--- config.mk ---
export PLATFORM = sky130hd
export DESIGN_NAME = efwec_flash_control
export DESIGN_NICKNAME = d
export VERILOG_FILES = /design/src/efwec_pkg.sv /design/src/efwec_flash_arbiter.sv /design/src/efwec_flash_control.sv
export SDC_FILE = /design/constraint.sdc
export NUM_CORES = 1
export LEC_CHECK = 0
export BUFFER_PORTS_ARGS = -buffer_cell sky130_fd_sc_hd__buf_4
export CORE_MARGIN = 5
export CORE_UTILIZATION = 45
export CTS_CLUSTER_DIAMETER = 60
export DETAILED_ROUTE_END_ITERATION = 16
export HOLD_SLACK_MARGIN = 0.03
export PLACE_DENSITY_LB_ADDON = 0.12
export SLEW_MARGIN = 20
export SYNTH_ARGS = -nofsm -noshare
export SYNTH_HDL_FRONTEND = slang
export SYNTH_SLANG_ARGS = --single-unit
--- constraint.sdc ---
create_clock -name clock -period 4.5 [get_ports clock]
set_clock_uncertainty 0.05 [all_clocks]
set_input_delay 0.9 -clock clock [delete_from_list [all_inputs] [get_ports clock]]
set_output_delay 0.9 -clock clock [all_outputs]
set_load 0.005 [all_outputs]
--- src/efwec_pkg.sv ---
package efwec_pkg;

    // Special function register addresses
    localparam logic [7:0] ADDR_ERASE_TRIGGER = 8'h94;
    localparam logic [7:0] ADDR_FLASH_CTRL = 8'hb2;
    localparam logic [7:0] ADDR_ERASE_PAGE = 8'hb7;

    // Configuration space addresses
    localparam logic [15:0] ADDR_ENGINE_ENABLE = 16'h2106;
    localparam logic [15:0] ADDR_ENGINE_CODE_LOC = 16'h2109;
    localparam logic [15:0] ADDR_WRITE_UNLOCK = 16'h2702;

    // Field positions
    localparam int CTRL_SELECT_BIT = 0;
    localparam int CTRL_MASS_EN_BIT = 1;
    localparam int CTRL_PENDING_BIT = 3;
    localparam int PAGE_LSB = 2;
    localparam int PAGE_MSB = 7;
    localparam int UNLOCK_LSB = 4;
    localparam int UNLOCK_MSB = 7;
    localparam int ENGINE_ENABLE_BIT = 0;

    // Keys, patterns and values
    localparam logic [3:0] UNLOCK_KEY = 4'h2;
    localparam logic [7:0] MASS_ERASE_PATTERN = 8'haa;
    localparam logic [7:0] PAGE_ERASE_PATTERN = 8'h55;
    localparam logic [7:0] ERASED_BYTE = 8'hff;

    // Flash geometry
    localparam int FLASH_ADDR_W = 17;
    localparam int LOC_W = 7;
    localparam logic [6:0] LOC_MASK_SMALL = 7'h3f;
    localparam logic [6:0] LOC_MASK_LARGE = 7'h7f;
    localparam int LOC_SHIFT = 10;
    localparam int PAGE_SHIFT = 10;
    localparam int ENGINE_MAX_WORDS = 4096;
    localparam int ENGINE_PC_W = 12;

    // Flash command kinds
    typedef enum logic [1:0] {EFWEC_CMD_WRITE, EFWEC_CMD_PAGE, EFWEC_CMD_MASS} efwec_cmd_t;

    // Flash port owner codes
    localparam logic [1:0] OWN_MPU = 2'h0;
    localparam logic [1:0] OWN_ENGINE = 2'h1;
    localparam logic [1:0] OWN_SPI = 2'h2;
    localparam logic [1:0] OWN_SEQ = 2'h3;

endpackage : efwec_pkg

--- src/efwec_flash_arbiter.sv ---
`timescale 1ns/1ns
module efwec_flash_arbiter (
    input wire logic clock,
    input wire logic reset_n,
    input wire logic spi_ok,
    input wire logic key_ok,
    input wire logic spi_rd,
    input wire logic spi_wr,
    input wire logic spi_erase,
    input wire logic spi_erase_all,
    input wire logic [16:0] spi_addr,
    input wire logic [7:0] spi_wdata,
    input wire logic seq_valid,
    input wire efwec_pkg::efwec_cmd_t seq_kind,
    input wire logic [16:0] seq_addr,
    input wire logic [7:0] seq_wdata,
    input wire logic flash_busy,
    input wire logic ce_rd,
    input wire logic [16:0] ce_addr,
    input wire logic mpu_rd,
    input wire logic [16:0] mpu_addr,
    output logic seq_accept,
    output logic [16:0] fl_addr,
    output logic [7:0] fl_wdata,
    output logic fl_rd,
    output logic fl_wr,
    output logic fl_page_erase,
    output logic fl_mass_erase,
    output logic [1:0] fl_owner
);

    ////////////////////////////////////////////////////////////////////////////
    // Priority: SPI, sequencer, engine, MPU
    wire spi_req = spi_ok && (spi_rd || spi_wr || spi_erase);
    wire spi_mod_ok = key_ok && !flash_busy;
    assign seq_accept = seq_valid && !spi_req && !flash_busy;
    wire ce_sel = !spi_req && !seq_accept && ce_rd;
    wire mpu_sel = !spi_req && !seq_accept && !ce_rd && mpu_rd;
    wire [1:0] next_owner = spi_req ? efwec_pkg::OWN_SPI :
                            seq_accept ? efwec_pkg::OWN_SEQ :
                            ce_sel ? efwec_pkg::OWN_ENGINE : efwec_pkg::OWN_MPU;
    wire [16:0] next_addr = spi_req ? spi_addr : seq_accept ? seq_addr :
                            ce_sel ? ce_addr : mpu_addr;
    wire next_rd = (spi_req && spi_rd) || ce_sel || mpu_sel;
    wire next_wr = (spi_req && spi_wr && spi_mod_ok) ||
                   (seq_accept && seq_kind == efwec_pkg::EFWEC_CMD_WRITE);
    wire next_page = (spi_req && spi_erase && !spi_erase_all && spi_mod_ok) ||
                     (seq_accept && seq_kind == efwec_pkg::EFWEC_CMD_PAGE);
    wire next_mass = (spi_req && spi_erase && spi_erase_all && spi_mod_ok) ||
                     (seq_accept && seq_kind == efwec_pkg::EFWEC_CMD_MASS);

    // Registered flash port
    always_ff @(posedge clock or negedge reset_n)
    begin
        if (!reset_n)
        begin
            fl_addr <= 17'h00000;
            fl_wdata <= 8'h00;
            fl_rd <= 1'b0;
            fl_wr <= 1'b0;
            fl_page_erase <= 1'b0;
            fl_mass_erase <= 1'b0;
            fl_owner <= 2'h0;
        end
        else
        begin
            fl_addr <= next_addr;
            fl_wdata <= spi_req ? spi_wdata : seq_wdata;
            fl_rd <= next_rd;
            fl_wr <= next_wr;
            fl_page_erase <= next_page;
            fl_mass_erase <= next_mass;
            fl_owner <= next_owner;
        end
    end

    // SPI never touches flash outside special flash mode
    property p_spi_only_in_mode;
        @(posedge clock) disable iff (!reset_n)
        !spi_ok |=> fl_owner != efwec_pkg::OWN_SPI;
    endproperty
    a_spi_only_in_mode: assert property (p_spi_only_in_mode)
        else $error("SPI owns flash outside special flash mode");

endmodule : efwec_flash_arbiter

--- src/efwec_flash_control.sv ---
`timescale 1ns/1ns
// Summary of operation
// - Engine program region spans at most 4096 sixteen-bit words, 8 KB.
// - Engine first fetch address is 1024 times the code-location field.
// - Code-location field lives at 0x2109; 6 bits small, 7 bits large variant.
// - MPU reads any time; MPU erase only with engine off, writes with engine on are held to pass end; engine reads.
// - SPI gets flash access only in special flash mode with MPU halted.
// - MPU flash writes act only with the correct unlock key at 0x2702[7:4].
// - Only key 0010 is valid; any other blocks all writes and erases.
// - Select bit 0xB2[0] routes data stores to flash, else to data RAM.
// - Hardware clears the select bit after each flash byte write.
// - Software writes to the select bit are ignored while interrupts enabled.
// - With engine on, write waits for pass end; pending bit 0xB2[3] high.
// - Engine-busy falling edge clears pending and performs the held write.
// - Further flash writes are discarded while pending is high.
// - Erased bytes read 0xFF; erase covers a page or whole array only.
// - Erase starts only on the exact register pattern and order.
// - Mass erase: set bit 0xB2[1], then write 0xAA to 0x94.
// - Mass erase is refused unless the emulation port is enabled; the SPI mass erase path in the arbiter does not check it.
// - Page erase: page number to 0xB7[7:2], then 0x55 to 0x94.
module efwec_flash_control (
    input wire logic clock,
    input wire logic reset_n,
    input wire logic large_variant,
    input wire logic [7:0] sfr_addr,
    input wire logic [7:0] sfr_wdata,
    input wire logic sfr_wr,
    input wire logic sfr_rd,
    output logic [7:0] sfr_rdata,
    input wire logic [15:0] cfg_addr,
    input wire logic [7:0] cfg_wdata,
    input wire logic cfg_wr,
    input wire logic cfg_rd,
    output logic [7:0] cfg_rdata,
    input wire logic interrupts_enabled,
    input wire logic store_wr,
    input wire logic [15:0] store_addr,
    input wire logic [7:0] store_data,
    output logic data_ram_wr,
    output logic [15:0] data_ram_addr,
    output logic [7:0] data_ram_wdata,
    input wire logic engine_busy,
    input wire logic ce_rd,
    input wire logic [11:0] ce_pc,
    input wire logic mpu_rd,
    input wire logic [15:0] mpu_rd_addr,
    input wire logic emulation_port,
    input wire logic special_flash_mode,
    input wire logic mpu_halted,
    input wire logic spi_rd,
    input wire logic spi_wr,
    input wire logic spi_erase,
    input wire logic spi_erase_all,
    input wire logic [16:0] spi_addr,
    input wire logic [7:0] spi_wdata,
    input wire logic flash_busy,
    output logic [16:0] flash_addr,
    output logic [7:0] flash_wdata,
    output logic flash_rd,
    output logic flash_wr,
    output logic flash_page_erase,
    output logic flash_mass_erase,
    output logic [1:0] flash_owner,
    output logic engine_enable
);

    ////////////////////////////////////////////////////////////////////////////
    // Register state
    logic flash_write_select;
    logic mass_erase_enable;
    logic posted_write_pending;
    logic [5:0] erase_page_number;
    logic page_armed;
    logic [3:0] write_unlock_key;
    logic [6:0] engine_code_location;
    logic engine_busy_q;
    logic cmd_valid;
    efwec_pkg::efwec_cmd_t cmd_kind;
    logic [16:0] cmd_addr;
    logic [7:0] cmd_data;
    logic seq_accept;

    ////////////////////////////////////////////////////////////////////////////
    // Decodes
    wire wr_ctrl = sfr_wr && sfr_addr == efwec_pkg::ADDR_FLASH_CTRL;
    wire wr_page = sfr_wr && sfr_addr == efwec_pkg::ADDR_ERASE_PAGE;
    wire wr_trig = sfr_wr && sfr_addr == efwec_pkg::ADDR_ERASE_TRIGGER;
    wire wr_en = cfg_wr && cfg_addr == efwec_pkg::ADDR_ENGINE_ENABLE;
    wire wr_loc = cfg_wr && cfg_addr == efwec_pkg::ADDR_ENGINE_CODE_LOC;
    wire wr_key = cfg_wr && cfg_addr == efwec_pkg::ADDR_WRITE_UNLOCK;
    wire key_ok = write_unlock_key == efwec_pkg::UNLOCK_KEY;
    wire seq_busy = cmd_valid || flash_busy;
    wire busy_fell = engine_busy_q && !engine_busy;

    // Code location masked per variant
    wire [6:0] loc_mask = large_variant ? efwec_pkg::LOC_MASK_LARGE :
                                          efwec_pkg::LOC_MASK_SMALL;
    wire [6:0] next_location = cfg_wdata[6:0] & loc_mask;

    // Engine fetch address
    wire [16:0] ce_base = {engine_code_location, 10'h000};
    wire [16:0] ce_offset = {4'h0, ce_pc, 1'b0};
    wire [16:0] ce_addr = ce_base + ce_offset;

    // Store routing
    wire store_flash = store_wr && flash_write_select;
    wire store_ram = store_wr && !flash_write_select;
    wire store_take = store_flash && key_ok && !posted_write_pending && !seq_busy;
    wire store_post = store_take && engine_enable;
    wire store_now = store_take && !engine_enable;

    // Erase triggers
    wire erase_ok = key_ok && !engine_enable && !seq_busy && !posted_write_pending;
    wire mass_go = wr_trig && sfr_wdata == efwec_pkg::MASS_ERASE_PATTERN &&
                   mass_erase_enable && emulation_port && erase_ok;
    wire page_go = wr_trig && sfr_wdata == efwec_pkg::PAGE_ERASE_PATTERN &&
                   page_armed && !mass_erase_enable && erase_ok;
    wire [16:0] page_base = 17'(erase_page_number) << efwec_pkg::PAGE_SHIFT;

    ////////////////////////////////////////////////////////////////////////////
    // Flash control and erase page register bits
    always_ff @(posedge clock or negedge reset_n)
    begin
        if (!reset_n)
        begin
            flash_write_select <= 1'b0;
            mass_erase_enable <= 1'b0;
            page_armed <= 1'b0;
            erase_page_number <= 6'h00;
        end
        else
        begin
            if (store_flash)
                flash_write_select <= 1'b0;
            else if (wr_ctrl && !interrupts_enabled)
                flash_write_select <= sfr_wdata[efwec_pkg::CTRL_SELECT_BIT];
            if (wr_trig)
                mass_erase_enable <= 1'b0;
            else if (wr_ctrl)
                mass_erase_enable <= sfr_wdata[efwec_pkg::CTRL_MASS_EN_BIT];
            if (wr_trig)
                page_armed <= 1'b0;
            else if (wr_page)
                page_armed <= 1'b1;
            if (wr_page)
                erase_page_number <= sfr_wdata[efwec_pkg::PAGE_MSB:efwec_pkg::PAGE_LSB];
        end
    end

    // Configuration fields
    always_ff @(posedge clock or negedge reset_n)
    begin
        if (!reset_n)
        begin
            write_unlock_key <= 4'h0;
            engine_code_location <= 7'h00;
            engine_enable <= 1'b0;
        end
        else
        begin
            if (wr_key)
                write_unlock_key <= cfg_wdata[efwec_pkg::UNLOCK_MSB:efwec_pkg::UNLOCK_LSB];
            if (wr_loc)
                engine_code_location <= next_location;
            if (wr_en)
                engine_enable <= cfg_wdata[efwec_pkg::ENGINE_ENABLE_BIT];
        end
    end

    // Posted write and the held command
    always_ff @(posedge clock or negedge reset_n)
    begin
        if (!reset_n)
        begin
            engine_busy_q <= 1'b0;
            posted_write_pending <= 1'b0;
            cmd_valid <= 1'b0;
            cmd_kind <= efwec_pkg::EFWEC_CMD_WRITE;
            cmd_addr <= 17'h00000;
            cmd_data <= 8'h00;
        end
        else
        begin
            engine_busy_q <= engine_busy;
            if (store_post)
                posted_write_pending <= 1'b1;
            else if (busy_fell)
                posted_write_pending <= 1'b0;
            if (store_take)
            begin
                cmd_kind <= efwec_pkg::EFWEC_CMD_WRITE;
                cmd_addr <= {1'b0, store_addr};
                cmd_data <= store_data;
            end
            else if (mass_go || page_go)
            begin
                cmd_kind <= mass_go ? efwec_pkg::EFWEC_CMD_MASS : efwec_pkg::EFWEC_CMD_PAGE;
                cmd_addr <= page_base;
                cmd_data <= efwec_pkg::ERASED_BYTE;
            end
            if (store_now || mass_go || page_go || (busy_fell && posted_write_pending))
                cmd_valid <= 1'b1;
            else if (seq_accept)
                cmd_valid <= 1'b0;
        end
    end

    // Data RAM path and register reads
    always_ff @(posedge clock or negedge reset_n)
    begin
        if (!reset_n)
        begin
            data_ram_wr <= 1'b0;
            data_ram_addr <= 16'h0000;
            data_ram_wdata <= 8'h00;
            sfr_rdata <= 8'h00;
            cfg_rdata <= 8'h00;
        end
        else
        begin
            data_ram_wr <= store_ram;
            data_ram_addr <= store_addr;
            data_ram_wdata <= store_data;
            sfr_rdata <= !sfr_rd ? 8'h00 :
                sfr_addr == efwec_pkg::ADDR_FLASH_CTRL ?
                    {4'h0, posted_write_pending, 1'b0, mass_erase_enable, flash_write_select} :
                sfr_addr == efwec_pkg::ADDR_ERASE_PAGE ? {erase_page_number, 2'h0} : 8'h00;
            cfg_rdata <= !cfg_rd ? 8'h00 :
                cfg_addr == efwec_pkg::ADDR_WRITE_UNLOCK ? {write_unlock_key, 4'h0} :
                cfg_addr == efwec_pkg::ADDR_ENGINE_CODE_LOC ? {1'b0, engine_code_location} :
                cfg_addr == efwec_pkg::ADDR_ENGINE_ENABLE ? {7'h00, engine_enable} : 8'h00;
        end
    end

    ////////////////////////////////////////////////////////////////////////////
    // Flash port arbitration
    efwec_flash_arbiter u_arbiter (
        .clock(clock),
        .reset_n(reset_n),
        .spi_ok(special_flash_mode && mpu_halted),
        .key_ok(key_ok),
        .spi_rd(spi_rd),
        .spi_wr(spi_wr),
        .spi_erase(spi_erase),
        .spi_erase_all(spi_erase_all),
        .spi_addr(spi_addr),
        .spi_wdata(spi_wdata),
        .seq_valid(cmd_valid),
        .seq_kind(cmd_kind),
        .seq_addr(cmd_addr),
        .seq_wdata(cmd_data),
        .flash_busy(flash_busy),
        .ce_rd(ce_rd),
        .ce_addr(ce_addr),
        .mpu_rd(mpu_rd),
        .mpu_addr({1'b0, mpu_rd_addr}),
        .seq_accept(seq_accept),
        .fl_addr(flash_addr),
        .fl_wdata(flash_wdata),
        .fl_rd(flash_rd),
        .fl_wr(flash_wr),
        .fl_page_erase(flash_page_erase),
        .fl_mass_erase(flash_mass_erase),
        .fl_owner(flash_owner)
    );

    ////////////////////////////////////////////////////////////////////////////
    // Checks
    property p_bad_key_blocks;
        @(posedge clock) disable iff (!reset_n)
        !key_ok |-> !store_take && !mass_go && !page_go;
    endproperty
    a_bad_key_blocks: assert property (p_bad_key_blocks)
        else $error("Flash modify without unlock key");

    property p_select_clears;
        @(posedge clock) disable iff (!reset_n)
        store_flash |=> !flash_write_select;
    endproperty
    a_select_clears: assert property (p_select_clears)
        else $error("Select bit not cleared after flash store");

    property p_select_locked;
        @(posedge clock) disable iff (!reset_n)
        wr_ctrl && interrupts_enabled && !store_flash |=> $stable(flash_write_select);
    endproperty
    a_select_locked: assert property (p_select_locked)
        else $error("Select bit changed with interrupts enabled");

    property p_post_sets_pending;
        @(posedge clock) disable iff (!reset_n)
        store_post |=> posted_write_pending && !cmd_valid;
    endproperty
    a_post_sets_pending: assert property (p_post_sets_pending)
        else $error("Posted write not held pending");

    property p_fall_releases;
        @(posedge clock) disable iff (!reset_n)
        busy_fell && posted_write_pending |=> !posted_write_pending && cmd_valid;
    endproperty
    a_fall_releases: assert property (p_fall_releases)
        else $error("Held write not released on busy fall");

    property p_pending_discards;
        @(posedge clock) disable iff (!reset_n)
        posted_write_pending |-> !store_take;
    endproperty
    a_pending_discards: assert property (p_pending_discards)
        else $error("Flash write taken while pending");

    property p_mass_needs_port;
        @(posedge clock) disable iff (!reset_n)
        mass_go |-> emulation_port && mass_erase_enable && !engine_enable;
    endproperty
    a_mass_needs_port: assert property (p_mass_needs_port)
        else $error("Mass erase without emulation port");

    property p_seq_erase_issue;
        @(posedge clock) disable iff (!reset_n)
        page_go && !special_flash_mode ##1 !flash_busy |=> flash_page_erase;
    endproperty
    a_seq_erase_issue: assert property (p_seq_erase_issue)
        else $error("Page erase not issued");

    property p_erase_exclusive;
        @(posedge clock) disable iff (!reset_n)
        cmd_valid |-> !mass_go && !page_go;
    endproperty
    a_erase_exclusive: assert property (p_erase_exclusive)
        else $error("Erase accepted while one is outstanding");

endmodule : efwec_flash_control

Word-level counts from Yosys, hierarchy flattened
Cells that the tools add are included.

Register bits: 123. Logic and storage cells: 148. Output and inout port bits: 73. Input port bits: 137.

Bitwise gates (word level): 1. Add/sub/neg operators: 1. Muxes and demuxes: 32. Equality and inequality tests: 11. Reduce and logical (&&, ||, !) cells: 78.

Operators with widths (count): two-way mux 17 bit (5); two-way mux 8 bit (8); == test 16 x 14 -> 1 bit (second input constant) (3); logical AND 1 bit (47); == test 8 bit (second input constant) (4); adder 17 x 13 -> 17 bit (1); two-way mux 7 bit (2); logical NOT 1 bit (12); logical OR 1 bit (12); two-way mux 1 bit (12); nonzero test 2 bit (6); two-way mux 2 bit (5); == test 8 x 7 -> 1 bit (second input constant) (1); AND 7 bit (1); == test 4 x 2 -> 1 bit (second input constant) (1); == test 2 x 1 -> 1 bit (second input constant) (1); == test 2 bit (second input constant) (1); logical NOT 2 bit (1).

Depth between registers and ports, before layout
Gate-level depths: netlist of the first run.

Depth in word-level cells: 12. Gate-level depth with buffers: 8. Depth with buffers taken out: 8.

By module
A second synthesis of the first run with hierarchy kept.

Cell total of the unflattened synthesis: 429. Area, all modules: 5226.3 µm².

Modules (own cells, without submodules): efwec_flash_control (cells an instance 295, seq. area each 2277.2 µm², area an instance 3662.3 µm², instances 1); efwec_flash_arbiter (cells an instance 134, seq. area each 775.7 µm², area an instance 1564.0 µm², instances 1).

Worst setup path after synthesis of the first run
No wires, ideal clock.

Path type: input -> register. From: in sfr_addr[3]. To: reg cmd_addr[13]. Arrival: 2.367 ns. Path buffers: 1. Data required time: 4.315 ns. Stages: 6. Library setup time: 0.135 ns. Path slack: 1.947 ns. Cell sequence: and4bb_2 nand4_1 a2111oi_4 buf_6 mux2i_1 a21oi_1.

Longest elaborated chain between the ends: 8. Elaborated cells on any way between the ends: 12. Those cells by class: eq/ne: 1; reduce/logical: 11.

Ends and longest elaborated chain: start: declaration (line efwec_flash_control.sv:25) `input wire logic [7:0] sfr_addr,`; == test 8 bit (*) (line efwec_flash_control.sv:87) `wire wr_trig = sfr_wr && sfr_addr == efwec_pkg::ADDR_ERASE_TRIGGER;`; logical AND 1 bit (*) (line efwec_flash_control.sv:87); logical AND 1 bit, on equally long branches (2 in a row) (line efwec_flash_control.sv:114, efwec_flash_control.sv:116); logical AND 1 bit, on equally long branches (2 in a row) (line efwec_flash_control.sv:115, efwec_flash_control.sv:117); logical OR 1 bit (*) (line efwec_flash_control.sv:195) `else if (mass_go || page_go)`; nonzero test 2 bit (no source line) (*); end signal: assignment (line efwec_flash_control.sv:192) `cmd_addr <= {1'b0, store_addr};`; end signal: assignment (line efwec_flash_control.sv:198) `cmd_addr <= page_base;`; end: declaration (line efwec_flash_control.sv:79) `logic [16:0] cmd_addr;`.

Every way passes the cells marked *; elsewhere a longest branch is shown, timed or not. A chain may end at the register's enable or synchronous reset.

Final worst setup path of the first run
From: in sfr_wdata[5]. To: reg cmd_addr[12].

Longest elaborated chain between the ends: 7. Elaborated cells on any way between the ends: 12. Those cells by class: eq/ne: 2; reduce/logical: 10.

Ends and longest elaborated chain: start: declaration (line efwec_flash_control.sv:26) `input wire logic [7:0] sfr_wdata,`; == test 8 bit or == test 8 x 7 -> 1 bit (tied branches) (line efwec_flash_control.sv:114, efwec_flash_control.sv:116); logical AND 1 bit, on equally long branches (2 in a row) (line efwec_flash_control.sv:114, efwec_flash_control.sv:116); logical AND 1 bit, on equally long branches (2 in a row) (line efwec_flash_control.sv:115, efwec_flash_control.sv:117); logical OR 1 bit (*) (line efwec_flash_control.sv:195); nonzero test 2 bit (no source line) (*).

Marked as above.

==> results of run 1 <==
[cells in the final DEF, fill, tap and decap left out, types with 2 or more instances in the layout]
| master | n |
|---|---|
| a21oi_1 | 28 |
| a22o_1 | 4 |
| and2_1 | 8 |
| and3_1 | 10 |
| and4bb_2 | 3 |
| buf_4 | 214 |
| bufinv_16 | 3 |
| clkbuf_16 | 17 |
| clkbuf_8 | 2 |
| clkinv_2 | 4 |
| clkinvlp_4 | 5 |
| dfrtp_1 | 122 |
| ha_1 | 3 |
| inv_1 | 8 |
| mux2_2 | 17 |
| mux2i_1 | 20 |
| nand2_1 | 84 |
| nand3_1 | 7 |
| nand4_1 | 5 |
| nand4b_1 | 3 |
| nor2_1 | 35 |
| nor2b_1 | 4 |
| nor3_1 | 3 |
| nor3b_1 | 2 |
| nor4_1 | 2 |
| nor4b_1 | 2 |
| nor4bb_1 | 3 |
| o21ai_0 | 38 |
| or2_2 | 2 |
| or3_1 | 2 |
| xnor2_1 | 3 |
| xor2_1 | 2 |
[metal layers]
metal  up-vias  part of all wire (%)  wire, um  global-route usage (%)
li1       2044                     -         -                       -
met1      2081                    38      5566                   25.84
met2       183                    52      7606                   37.94
met3        25                   8.2      1200                   6.891
met4         0                   2.3       340                   7.579
met5         -                     0         0                       0
[sequential cells by signal (all words and copies together) (netlist names), 2 cells and up]
signal                count
engine_code_location      7
u_arbiter.fl_addr        17
sfr_rdata                 8
cmd_data                  8
data_ram_wdata            8
cmd_kind                  2
data_ram_addr            16
cmd_addr                 16
u_arbiter.fl_wdata        8
erase_page_number         6
u_arbiter.fl_owner        2
cfg_rdata                 8
write_unlock_key          4
[through the flow]
| stage | utilization [%] | total power [mW] | instance area [sq um] | std cells | hold WS, ns |
|---|---|---|---|---|---|
| floorplan | - | 1.217 | 5070 | 464 | 0.3904 |
| global placement | 61.98 | 1.403 | 6778 | 797 | 0.4164 |
| detailed placement | 61.98 | 1.411 | 6778 | 797 | 0.4173 |
| CTS | 67.51 | 2.788 | 7382 | 829 | 0.4018 |
| global route | 67.51 | 2.872 | 7382 | 829 | 0.4225 |
| finish | 67.51 | 2.760 | 7382 | 829 | 0.3974 |
[kinds of logic (layout without fill, tap and decap cells)]
logic type / Yosys count / after routing / synth area share (%)
simple gates: 183 / 183 / 17.77
flops: 122 / 122 / 60.22
compound gates: 84 / 84 / 9.995
mux: 37 / 37 / 7.724
buf+inv: 29 / 254 / 2.295
xor+xnor: 5 / 5 / 0.8639
fa+ha+maj: 4 / 4 / 1.135
[worst paths after layout]
kind / from / end / slack (ns) / cells past startpoint
setup / recovery: sfr_wdata[5] / cmd_addr[12] / 2.08 / 7
hold / removal: reset_n / u_arbiter.fl_addr[5] / 0.40 / 1
setup reg to reg: engine_code_location[0] / u_arbiter.fl_addr[14] / 2.37 / 8
hold reg to reg: cmd_data[0] / u_arbiter.fl_wdata[0] / 0.43 / 2
max in group asynchronous: reset_n / cmd_kind[1] / 3.04 / 2
min in group clock: cmd_data[0] / u_arbiter.fl_wdata[0] / 0.43 / 2
[cell type report]
cell class | instances | area [sq um] | area share, %
clock inverters | 12 | 147.6 | 2.000
inverters | 8 | 30.03 | 0.4068
well taps | 140 | 175.2 | 2.373
repair buffers | 214 | 1607 | 21.76
flip-flops and latches | 122 | 3053 | 41.36
multi-input cells | 313 | 1913 | 25.92
clock buffers | 20 | 456.7 | 6.186
[power groups by stage]
| stage | sequential, mW | clock [mW] | combinational (mW) |
|---|---|---|---|
| 2_1_floorplan | 1.17 | 0 | 0.0505 |
| 3_3_place_gp | 1.16 | 0 | 0.240 |
| 3_5_place_dp | 1.16 | 0 | 0.246 |
| 4_1_cts | 1.15 | 1.40 | 0.247 |
| 5_1_grt | 1.15 | 1.46 | 0.266 |
| 6_report | 1.15 | 1.37 | 0.242 |
==> metrics.csv, run 1 <==
stage,metric,value,unit
clock_network,hold_buffers,0,
hold_path,hold_path.class,input pin to asynchronous set/reset pin,
yosys,synthTopCellsByArea,"dfrtp_1, nand2_1, mux2i_1",
yosys,syn_area,0.005070,sq mm
clock_network,cts_setup_buffers,0,
yosys,yosys-top-cells-count,"dfrtp_1, nand2_1, o21ai_0",
global_routing,grt_start_max_net_pins,45,
placement,port_buffers,209,
pwr,switching_power,0.5941,mW
global_routing,antenna_found_initial,0,
timing,postLayoutSetupSlackWorst,2.085,ns
clock_network,numClockSinks,122,
drt,firstDrtPassIters,4,
yosys,synth.distinct_cells,50,
placement,dp_hpwl,11110,um
setup_path,crit_chain,"buf_4, nor4bb_1, nand4b_1, a2111oi_4, buf_4, mux2i_1, a21oi_1",
pwr,clkPwrFrac,49.7,%
drt,viasPerCell,5.227,
floorplanning,die-area,0.01349,sq mm
setup_path,cp-start-kind,input pin,
placement,gp_congestion,0.8732,
floorplanning,die_h,116.1,um
clock_network,cts_resized,0,
setup_path,crit_path_frequent_cell,buf_4,
final_layout,nNetsFinal,817,
yosys,synth_cells,464,
timing,maxSlewViolCount,0,
clock_network,cts_tree,yes,
floorplanning,die_w,116.1,um
pwr,p_sw_share,21.53,%
timing,finalHoldViolCount,0,
yosys,synth.net_count,605,
drt,ant_nets,0,
final_layout,fillerInstances,885,
timing,setup_tns,0,ns
setup_path,cp.arrival,2.62,ns
placement,place_ws,1.699,ns
setup_path,critPathBufInv,2,
setup_path,critPathTopFamily,simple AND/OR/NAND/NOR gates,
setup_path,crit_path_end_kind,flop,
setup_path,cp.required,4.71,ns
final_layout,drive_above_1_share,39.62,%
yosys,ys_ff_latch,122,
floorplanning,ios,210,
timing,timing.fmax,414.0,MHz
floorplanning,initial_core_util,46.36,%
timing,relSlewSlack,36.17,%
timing,grt_setup_unrepaired,no,
setup_path,critPathSlowestCell,nor4bb_1,
drt,num_vias,4333,
pwr,combPwrFrac,8.8,%
global_routing,grtUsageTotal,21.89,%
pwr,pwr_density_cell,373.8,mW/mm^2
clock_network,cts_max_level,4,
pwr,power.leakage,3.742,nW
yosys,yosysSeqAreaShare,60.22,%
global_routing,grt_pass1_vias,4388,
yosys,async_flop_share,100.0,%
setup_path,crit_fanout,24,
clock_network,clk_pin_slew,0.05,ns
yosys,synth.most_common_cell,dfrtp_1,
yosys,synth_flop_cell,dfrtp_1,
yosys,synth_top_area_cell,dfrtp_1,
pwr,cellInternalPower,2.165,mW
clock_network,numCtsBuffers,17,
floorplanning,rows,38,
final_layout,areaGrowthSynthToFinish,45.61,%
timing,period_needed,2.415,ns
final_layout,insertedDiodeCount,0,
pwr,ir_drop,0.2811,mV
timing,post-route-period-util,53.67,%
global_routing,gr-total-overflow,0,
drt,wire_per_inst,17.75,um
setup_path,max_stage_delay,0.34,ns
clock_network,clockRootBuffer,clkbuf_16,
yosys,synth_edf_count,0,
global_routing,grt_pass1_wl,22160,um
pwr,pwr-share-seq,41.5,%
yosys,synth_top_area_share,60.22,%
yosys,synth_warnings,0,
setup_path,critPathKind,input pin to flop,
floorplanning,core_area,0.01094,sq mm
timing,finalSetupViolations,0,
drt,drc,0,
clock_network,clk_path_buf_depth,2,
flow_run,drv_cap,0,
drt,drtIter0Drc,208,
drt,routed_wl,14710,um
clock_network,clk_latency,0.40,ns
timing,worstMarginPinSlew,0.9559,ns
yosys,avgSynthCellArea,10.93,sq um
status,status,"finished, final reports clean",
(Power assumes the default switching activity.)
==> inputs of run 2 (changes only) <==
CORE_UTILIZATION = 43   (was 45)
clock period = 2.1 ns   (was 4.5 ns; I/O delays follow)
==> run 2 against run 1 <==
Global-route usage is 1.0 points lower. Hold slack lost 0.32 ns. Cell count increased by 1.8%. Sequential power up 110%. Die area rose by 4.2%. Sequential cell count unchanged. Combinational power is 120% higher. Setup slack got worse by 2.0 ns. Core utilization shrank 2.2 points. Critical path depth down 1. Register-to-register slack got worse by 2.3 ns. Wire length fell by 3.8%. Largest power group unchanged. Highest routed layer unchanged.
==> metrics.csv, run 2 (same netlist as run 1, synthesis figures left out) <==
stage,metric,value,unit,change
status,status,"finished, final reports clean",,
timing,post-route-period-util,95.23,%,
drt,firstDrtPassIters,5,,+1
clock_network,numCtsBuffers,17,,unchanged
global_routing,antenna_found_initial,0,,unchanged
floorplanning,core_area,0.01147,sq mm,+4.9%
final_layout,largest_register,u_arbiter.fl_addr,,
setup_path,cp.arrival,2.22,ns,-0.40 ns
timing,grt_setup_unrepaired,yes,,
final_layout,reg.largest.list,"u_arbiter.fl_addr x17, cmd_addr x16, data_ram_addr x16",,
clock_network,clk_pin_slew,0.06,ns,about the same
setup_path,crit_chain,"nor2b_4, or4b_4, a2111oi_4, buf_6, mux2i_1, a21oi_1",,
placement,port_buffers,209,,unchanged
final_layout,layout_common_cells,"buf_4, dfrtp_1, nand2_1, o21ai_0, nor2_1",,
global_routing,grtUsageTotal,20.86,%,-1.0 points
floorplanning,initial_core_util,44.21,%,-2.1 points
clock_network,numClockSinks,122,,unchanged
setup_path,max_stage_delay,0.52,ns,+0.18 ns
drt,ant_nets,0,,unchanged
pwr,pwr_density_cell,755.1,mW/mm^2,+100%
timing,maxSlewViolCount,0,,unchanged
hold_path,hold_path.class,input pin to flop,,
clock_network,clockRootBuffer,clkbuf_16,,
timing,timing.fmax,500.0,MHz,
timing,relSlewSlack,63.39,%,+27 points
floorplanning,die-area,0.01406,sq mm,+4.2%
drt,drtIter0Drc,325,,+56%
drt,drc,0,,unchanged
floorplanning,die_w,118.6,um,+2.1%
pwr,power.leakage,3.788,nW,+1.2%
timing,worstMarginPinSlew,0.5417,ns,-0.4141 ns
flow_run,drv_cap,0,,unchanged
drt,num_vias,4281,,-1.2%
clock_network,cts_tree,yes,,
final_layout,final_common_cell,buf_4,,
setup_path,critPathBufInv,1,,-1
timing,period_needed,2.000,ns,
clock_network,cts_max_level,4,,unchanged
drt,wire_per_inst,16.77,um,-5.5%
final_layout,drive_above_1_share,40.94,%,+1.3 points
clock_network,cts_setup_buffers,0,,unchanged
setup_path,critPathKind,flop to flop,,
placement,place_inst,811,,+1.8%
drt,viasPerCell,5.072,,-3.0%
global_routing,grt_pass1_vias,4544,,+3.6%
final_layout,stdcell_count,844,,+1.8%
setup_path,crit_path_end_kind,flop,,
placement,dp_hpwl,10780,um,-3.0%
timing,finalHoldViolCount,0,,unchanged
global_routing,gr-total-overflow,0,,unchanged
clock_network,clk_path_buf_depth,2,,unchanged
setup_path,critPathSlowestCell,or4b_4,,
timing,finalSetupViolations,0,,unchanged
clock_network,clk_latency,0.41,ns,about the same
final_layout,largest_reg_flops,17,,unchanged
floorplanning,die_h,118.6,um,+2.1%
placement,gp_congestion,0.8302,,-4.9%
drt,routed_wl,14160,um,-3.8%
floorplanning,rows,39,,+2.6%
floorplanning,ios,210,,unchanged
final_layout,areaGrowthSynthToFinish,47.80,%,
global_routing,grt_pass1_wl,23270,um,+5.0%
final_layout,insertedDiodeCount,0,,unchanged
final_layout,nNetsFinal,829,,+1.5%
setup_path,cp.required,2.32,ns,-2.39 ns
pwr,p_total,5.658,mW,+110%
pwr,ir_drop,0.4249,mV,+51%
setup_path,critPathTopFamily,simple AND/OR/NAND/NOR gates,,
global_routing,grt_start_max_net_pins,78,,+73%
setup_path,crit_fanout,7,,-71%
timing,whs,0.07580,ns,-0.3216 ns
setup_path,cp-start-kind,flop,,
[run 2: cell count changes in the layout (fill, tap and decap cells not counted), moves of 2 or more]
cell	before	now
buf_12	0	4
buf_4	214	220
bufinv_16	3	1
clkbuf_8	2	0
clkinv_4	0	4
[run 2: layer usage]
metal | track usage, % | vias up | part of all wire [%]
li1 | - | 2058 | -
met1 | 25.34 | 2027 | 39
met2 | 34.48 | 175 | 50
met3 | 7.354 | 21 | 8.6
met4 | 7.371 | 0 | 2.2
met5 | 0 | - | 0
[run 2: worst paths after layout]
check                                    start                     to  slack [ns]  cells past startpoint
max                        write_unlock_key[3]           cmd_addr[11]        0.10                      6
min                             store_addr[11]      data_ram_addr[11]        0.08                      1
max reg2reg                write_unlock_key[3]           cmd_addr[11]        0.10                      6
min reg2reg                        cmd_data[7]  u_arbiter.fl_wdata[7]        0.43                      2
max in group asynchronous              reset_n       data_ram_addr[1]        1.11                      3
min in group asynchronous              reset_n  u_arbiter.fl_wdata[3]        0.49                      3
[run 2: cell type report]
| class | count | area, sq um |
|---|---|---|
| Clock inverter | 14 | 126.4 |
| Tap cell | 143 | 178.9 |
| Sequential cell | 122 | 3053 |
| Timing Repair Buffer | 226 | 1753 |
| Inverter | 8 | 30.03 |
| Multi-Input combinational cell | 313 | 1923 |
| Fill cell | 917 | 3974 |
| Clock buffer | 18 | 429.2 |
[run 2: metrics by stage]
stage	utilization [%]	setup TNS, ns	cell area [sq um]	setup WS, ns
detailed placement	60.29	-0.3565	6914	-0.04681
finish	65.35	0	7493	0.1001
global placement	60.29	-0.3460	6914	-0.05009
floorplan	-	0	5070	0.02714
global route	65.35	-0.003024	7493	-0.003024
CTS	65.23	0	7480	0.02820
[run 2: timing repair]
action / CTS / global route
gates resized for setup: 0 / 6
hold buffers: 1 / 0
setup endpoints to repair: 0 / 19
endpoints found under the hold margin: 93 / 0
[run 2: report_power, final]
part	leakage [nW]	internal, mW	switching (mW)
Sequential	1.59	2.43	0.0283
Clock	0.258	1.62	1.05
Combinational	1.94	0.307	0.222
==> inputs of run 3 (changes only) <==
CORE_UTILIZATION = 45   (was 43)
CTS_BUF_LIST = sky130_fd_sc_hd__clkbuf_8   (was not set)
PLACE_DENSITY = 0.83   (was not set)
PLACE_DENSITY_LB_ADDON = not set   (was 0.12)
==> run 3 against run 2 <==
Hold slack got worse by 0.050 ns. Largest cell class unchanged. Sequential power barely moved. Setup slack got worse by 0.040 ns. Cell count rose by 0.36%. Critical path type unchanged.
==> metrics.csv, run 3 (same netlist as run 1, synthesis figures left out) <==
stage,metric,value,unit,change
pwr,p_total,5.294,mW,-6.4%
placement,gp_congestion,0.8541,,+2.9%
hold_path,hold_path.class,input pin to asynchronous set/reset pin,,
setup_path,critPathKind,flop to flop,,
clock_network,numCtsBuffers,17,,unchanged
setup_path,r2r_cells,6,,unchanged
timing,worstMarginPinSlew,0.6820,ns,+0.1403 ns
setup_path,cp.arrival,2.28,ns,+0.06 ns
final_layout,layout_common_cells,"buf_4, dfrtp_1, nand2_1, o21ai_0, nor2_1",,
drt,firstDrtPassIters,4,,-1
floorplanning,die-area,0.01349,sq mm,-4.1%
setup_path,max_stage_delay,0.50,ns,-0.02 ns
global_routing,grt_start_max_net_pins,123,,+58%
drt,viasPerCell,5.202,,+2.6%
final_layout,nNetsFinal,835,,+0.72%
drt,routed_wl,15200,um,+7.3%
final_layout,largest_reg_flops,17,,unchanged
timing,maxSlewViolCount,0,,unchanged
flow_run,drv_cap,0,,unchanged
pwr,power.leakage,3.784,nW,-0.12%
timing,finalSetupViolations,0,,unchanged
status,status,"finished, final reports clean",,
drt,ant_nets,0,,unchanged
floorplanning,die_w,116.1,um,-2.1%
setup_path,cp-startpoint,write_unlock_key[3],,
timing,relSlewSlack,54.53,%,-8.9 points
clock_network,clk_pin_slew,0.08,ns,+0.02 ns
floorplanning,rows,38,,-2.6%
floorplanning,initial_core_util,46.36,%,+2.1 points
drt,num_vias,4406,,+2.9%
floorplanning,core_area,0.01094,sq mm,-4.6%
drt,drtIter0Drc,286,,-12%
setup_path,cp-start-kind,flop,,
timing,post-route-period-util,97.12,%,+1.9 points
global_routing,antenna_found_initial,0,,unchanged
timing,setup_tns,0,ns,unchanged
global_routing,grt_pass1_vias,4666,,+2.7%
setup_path,r2r_start,write_unlock_key[3],,
pwr,ir_drop,0.3975,mV,-6.4%
clock_network,clk_path_buf_depth,2,,unchanged
drt,drc,0,,unchanged
setup_path,regToRegEndpoint,cmd_addr[14],,
setup_path,reg2reg_slack,0.06,ns,-0.04 ns
placement,port_buffers,209,,unchanged
pwr,pwr_density_cell,709.4,mW/mm^2,-6.0%
placement,dp_hpwl,11380,um,+5.6%
setup_path,endpoint,cmd_addr[14],,
clock_network,clockRootBuffer,clkbuf_8,,
timing,timing.fmax,490.3,MHz,-1.9%
floorplanning,die_h,116.1,um,-2.1%
global_routing,grtUsageTotal,23.07,%,+2.2 points
floorplanning,ios,210,,unchanged
clock_network,cts_max_level,4,,unchanged
setup_path,crit_path_end_kind,flop,,
drt,wire_per_inst,17.94,um,+7.0%
final_layout,insertedDiodeCount,0,,unchanged
clock_network,numClockSinks,122,,unchanged
global_routing,grt_pass1_wl,23690,um,+1.8%
clock_network,clk_latency,0.42,ns,about the same
clock_network,cts_tree,yes,,
global_routing,gr-total-overflow,0,,unchanged
setup_path,crit_chain,"nor2b_4, or4b_4, a2111oi_4, buf_12, mux2i_1, a21oi_1",,
final_layout,reg.largest.list,"u_arbiter.fl_addr x17, cmd_addr x16, data_ram_addr x16",,
final_layout,drive_above_1_share,40.45,%,-0.49 points
setup_path,cp.required,2.34,ns,+0.02 ns
final_layout,fin_util,68.24,%,+2.9 points
timing,period_needed,2.040,ns,+0.03969 ns
setup_path,critPathSlowestCell,or4b_4,,
timing,grt_setup_unrepaired,yes,,
timing,finalHoldViolCount,0,,unchanged
setup_path,crit_fanout,7,,unchanged
final_layout,final_common_cell,buf_4,,
final_layout,largest_register,u_arbiter.fl_addr,,
final_layout,areaGrowthSynthToFinish,47.19,%,
## run 3: critical path, delay by kind of cell (launching register included)
kind                   cells  cell delay [ns]
flip-flops                 1             0.42
AND/OR/NAND/NOR            2             0.65
AO/OA/AOI/OAI              2             0.39
multiplexers               1             0.20
buffers and inverters      1             0.18
## run 3: power breakdown
part | leakage [nW] | internal (mW) | total (mW) | switching [mW]
logic | 1.98 | 0.309 | 0.536 | 0.227
clock network | 0.215 | 1.33 | 2.31 | 0.978
registers | 1.59 | 2.42 | 2.45 | 0.0280
## run 3: final cells by class
cell class | count | area (sq um)
well taps | 140 | 175.2
repair buffers | 232 | 1847
clock inverters | 14 | 196.4
inverters | 8 | 30.03
multi-input cells | 313 | 1913
flip-flops and latches | 122 | 3053
fillers | 858 | 3473
clock buffers | 18 | 247.7
## run 3: how the worst min path moves through the flow
stage                              from                    end  slack, ns  depth (start not counted)
after global placement      cmd_data[6]  u_arbiter.fl_wdata[6]       0.41                          2
after CTS                 store_data[7]      data_ram_wdata[7]       0.03                          1
after global routing      store_data[4]      data_ram_wdata[4]       0.03                          1
after detailed placement    cmd_data[3]  u_arbiter.fl_wdata[3]       0.42                          2
after floorplan                 reset_n           cfg_rdata[0]       0.07                          0
final                           reset_n       data_ram_addr[4]       0.03                          2
## run 3: repair_timing
| action | in CTS | in global routing |
|---|---|---|
| setup endpoints to repair | 0 | 22 |
| hold buffers | 4 | 1 |
| hold endpoints to repair | 4 | 1 |
| resized for setup | 0 | 1 |
| buffers inserted | 0 | 3 |
## run 3: metrics by stage
stage / area [sq um] / setup WS [ns] / cells / hold slack, ns
floorplan: 5070 / 0.02714 / 464 / 0.07441
global placement: 6905 / -0.01161 / 806 / 0.4085
detailed placement: 6905 / -0.1413 / 806 / 0.4157
CTS: 7390 / 0.02246 / 842 / 0.03153
global route: 7462 / -0.01432 / 847 / 0.03068
finish: 7462 / 0.06040 / 847 / 0.02551
## run 3: routing by layer
layer / up-vias / GRT usage, % / share of wire [%]
met5: - / 0 / 0
met4: 0 / 9.745 / 2.2
met3: 26 / 6.477 / 8.3
met2: 181 / 40.81 / 53
met1: 2133 / 26.20 / 37
li1: 2066 / - / -
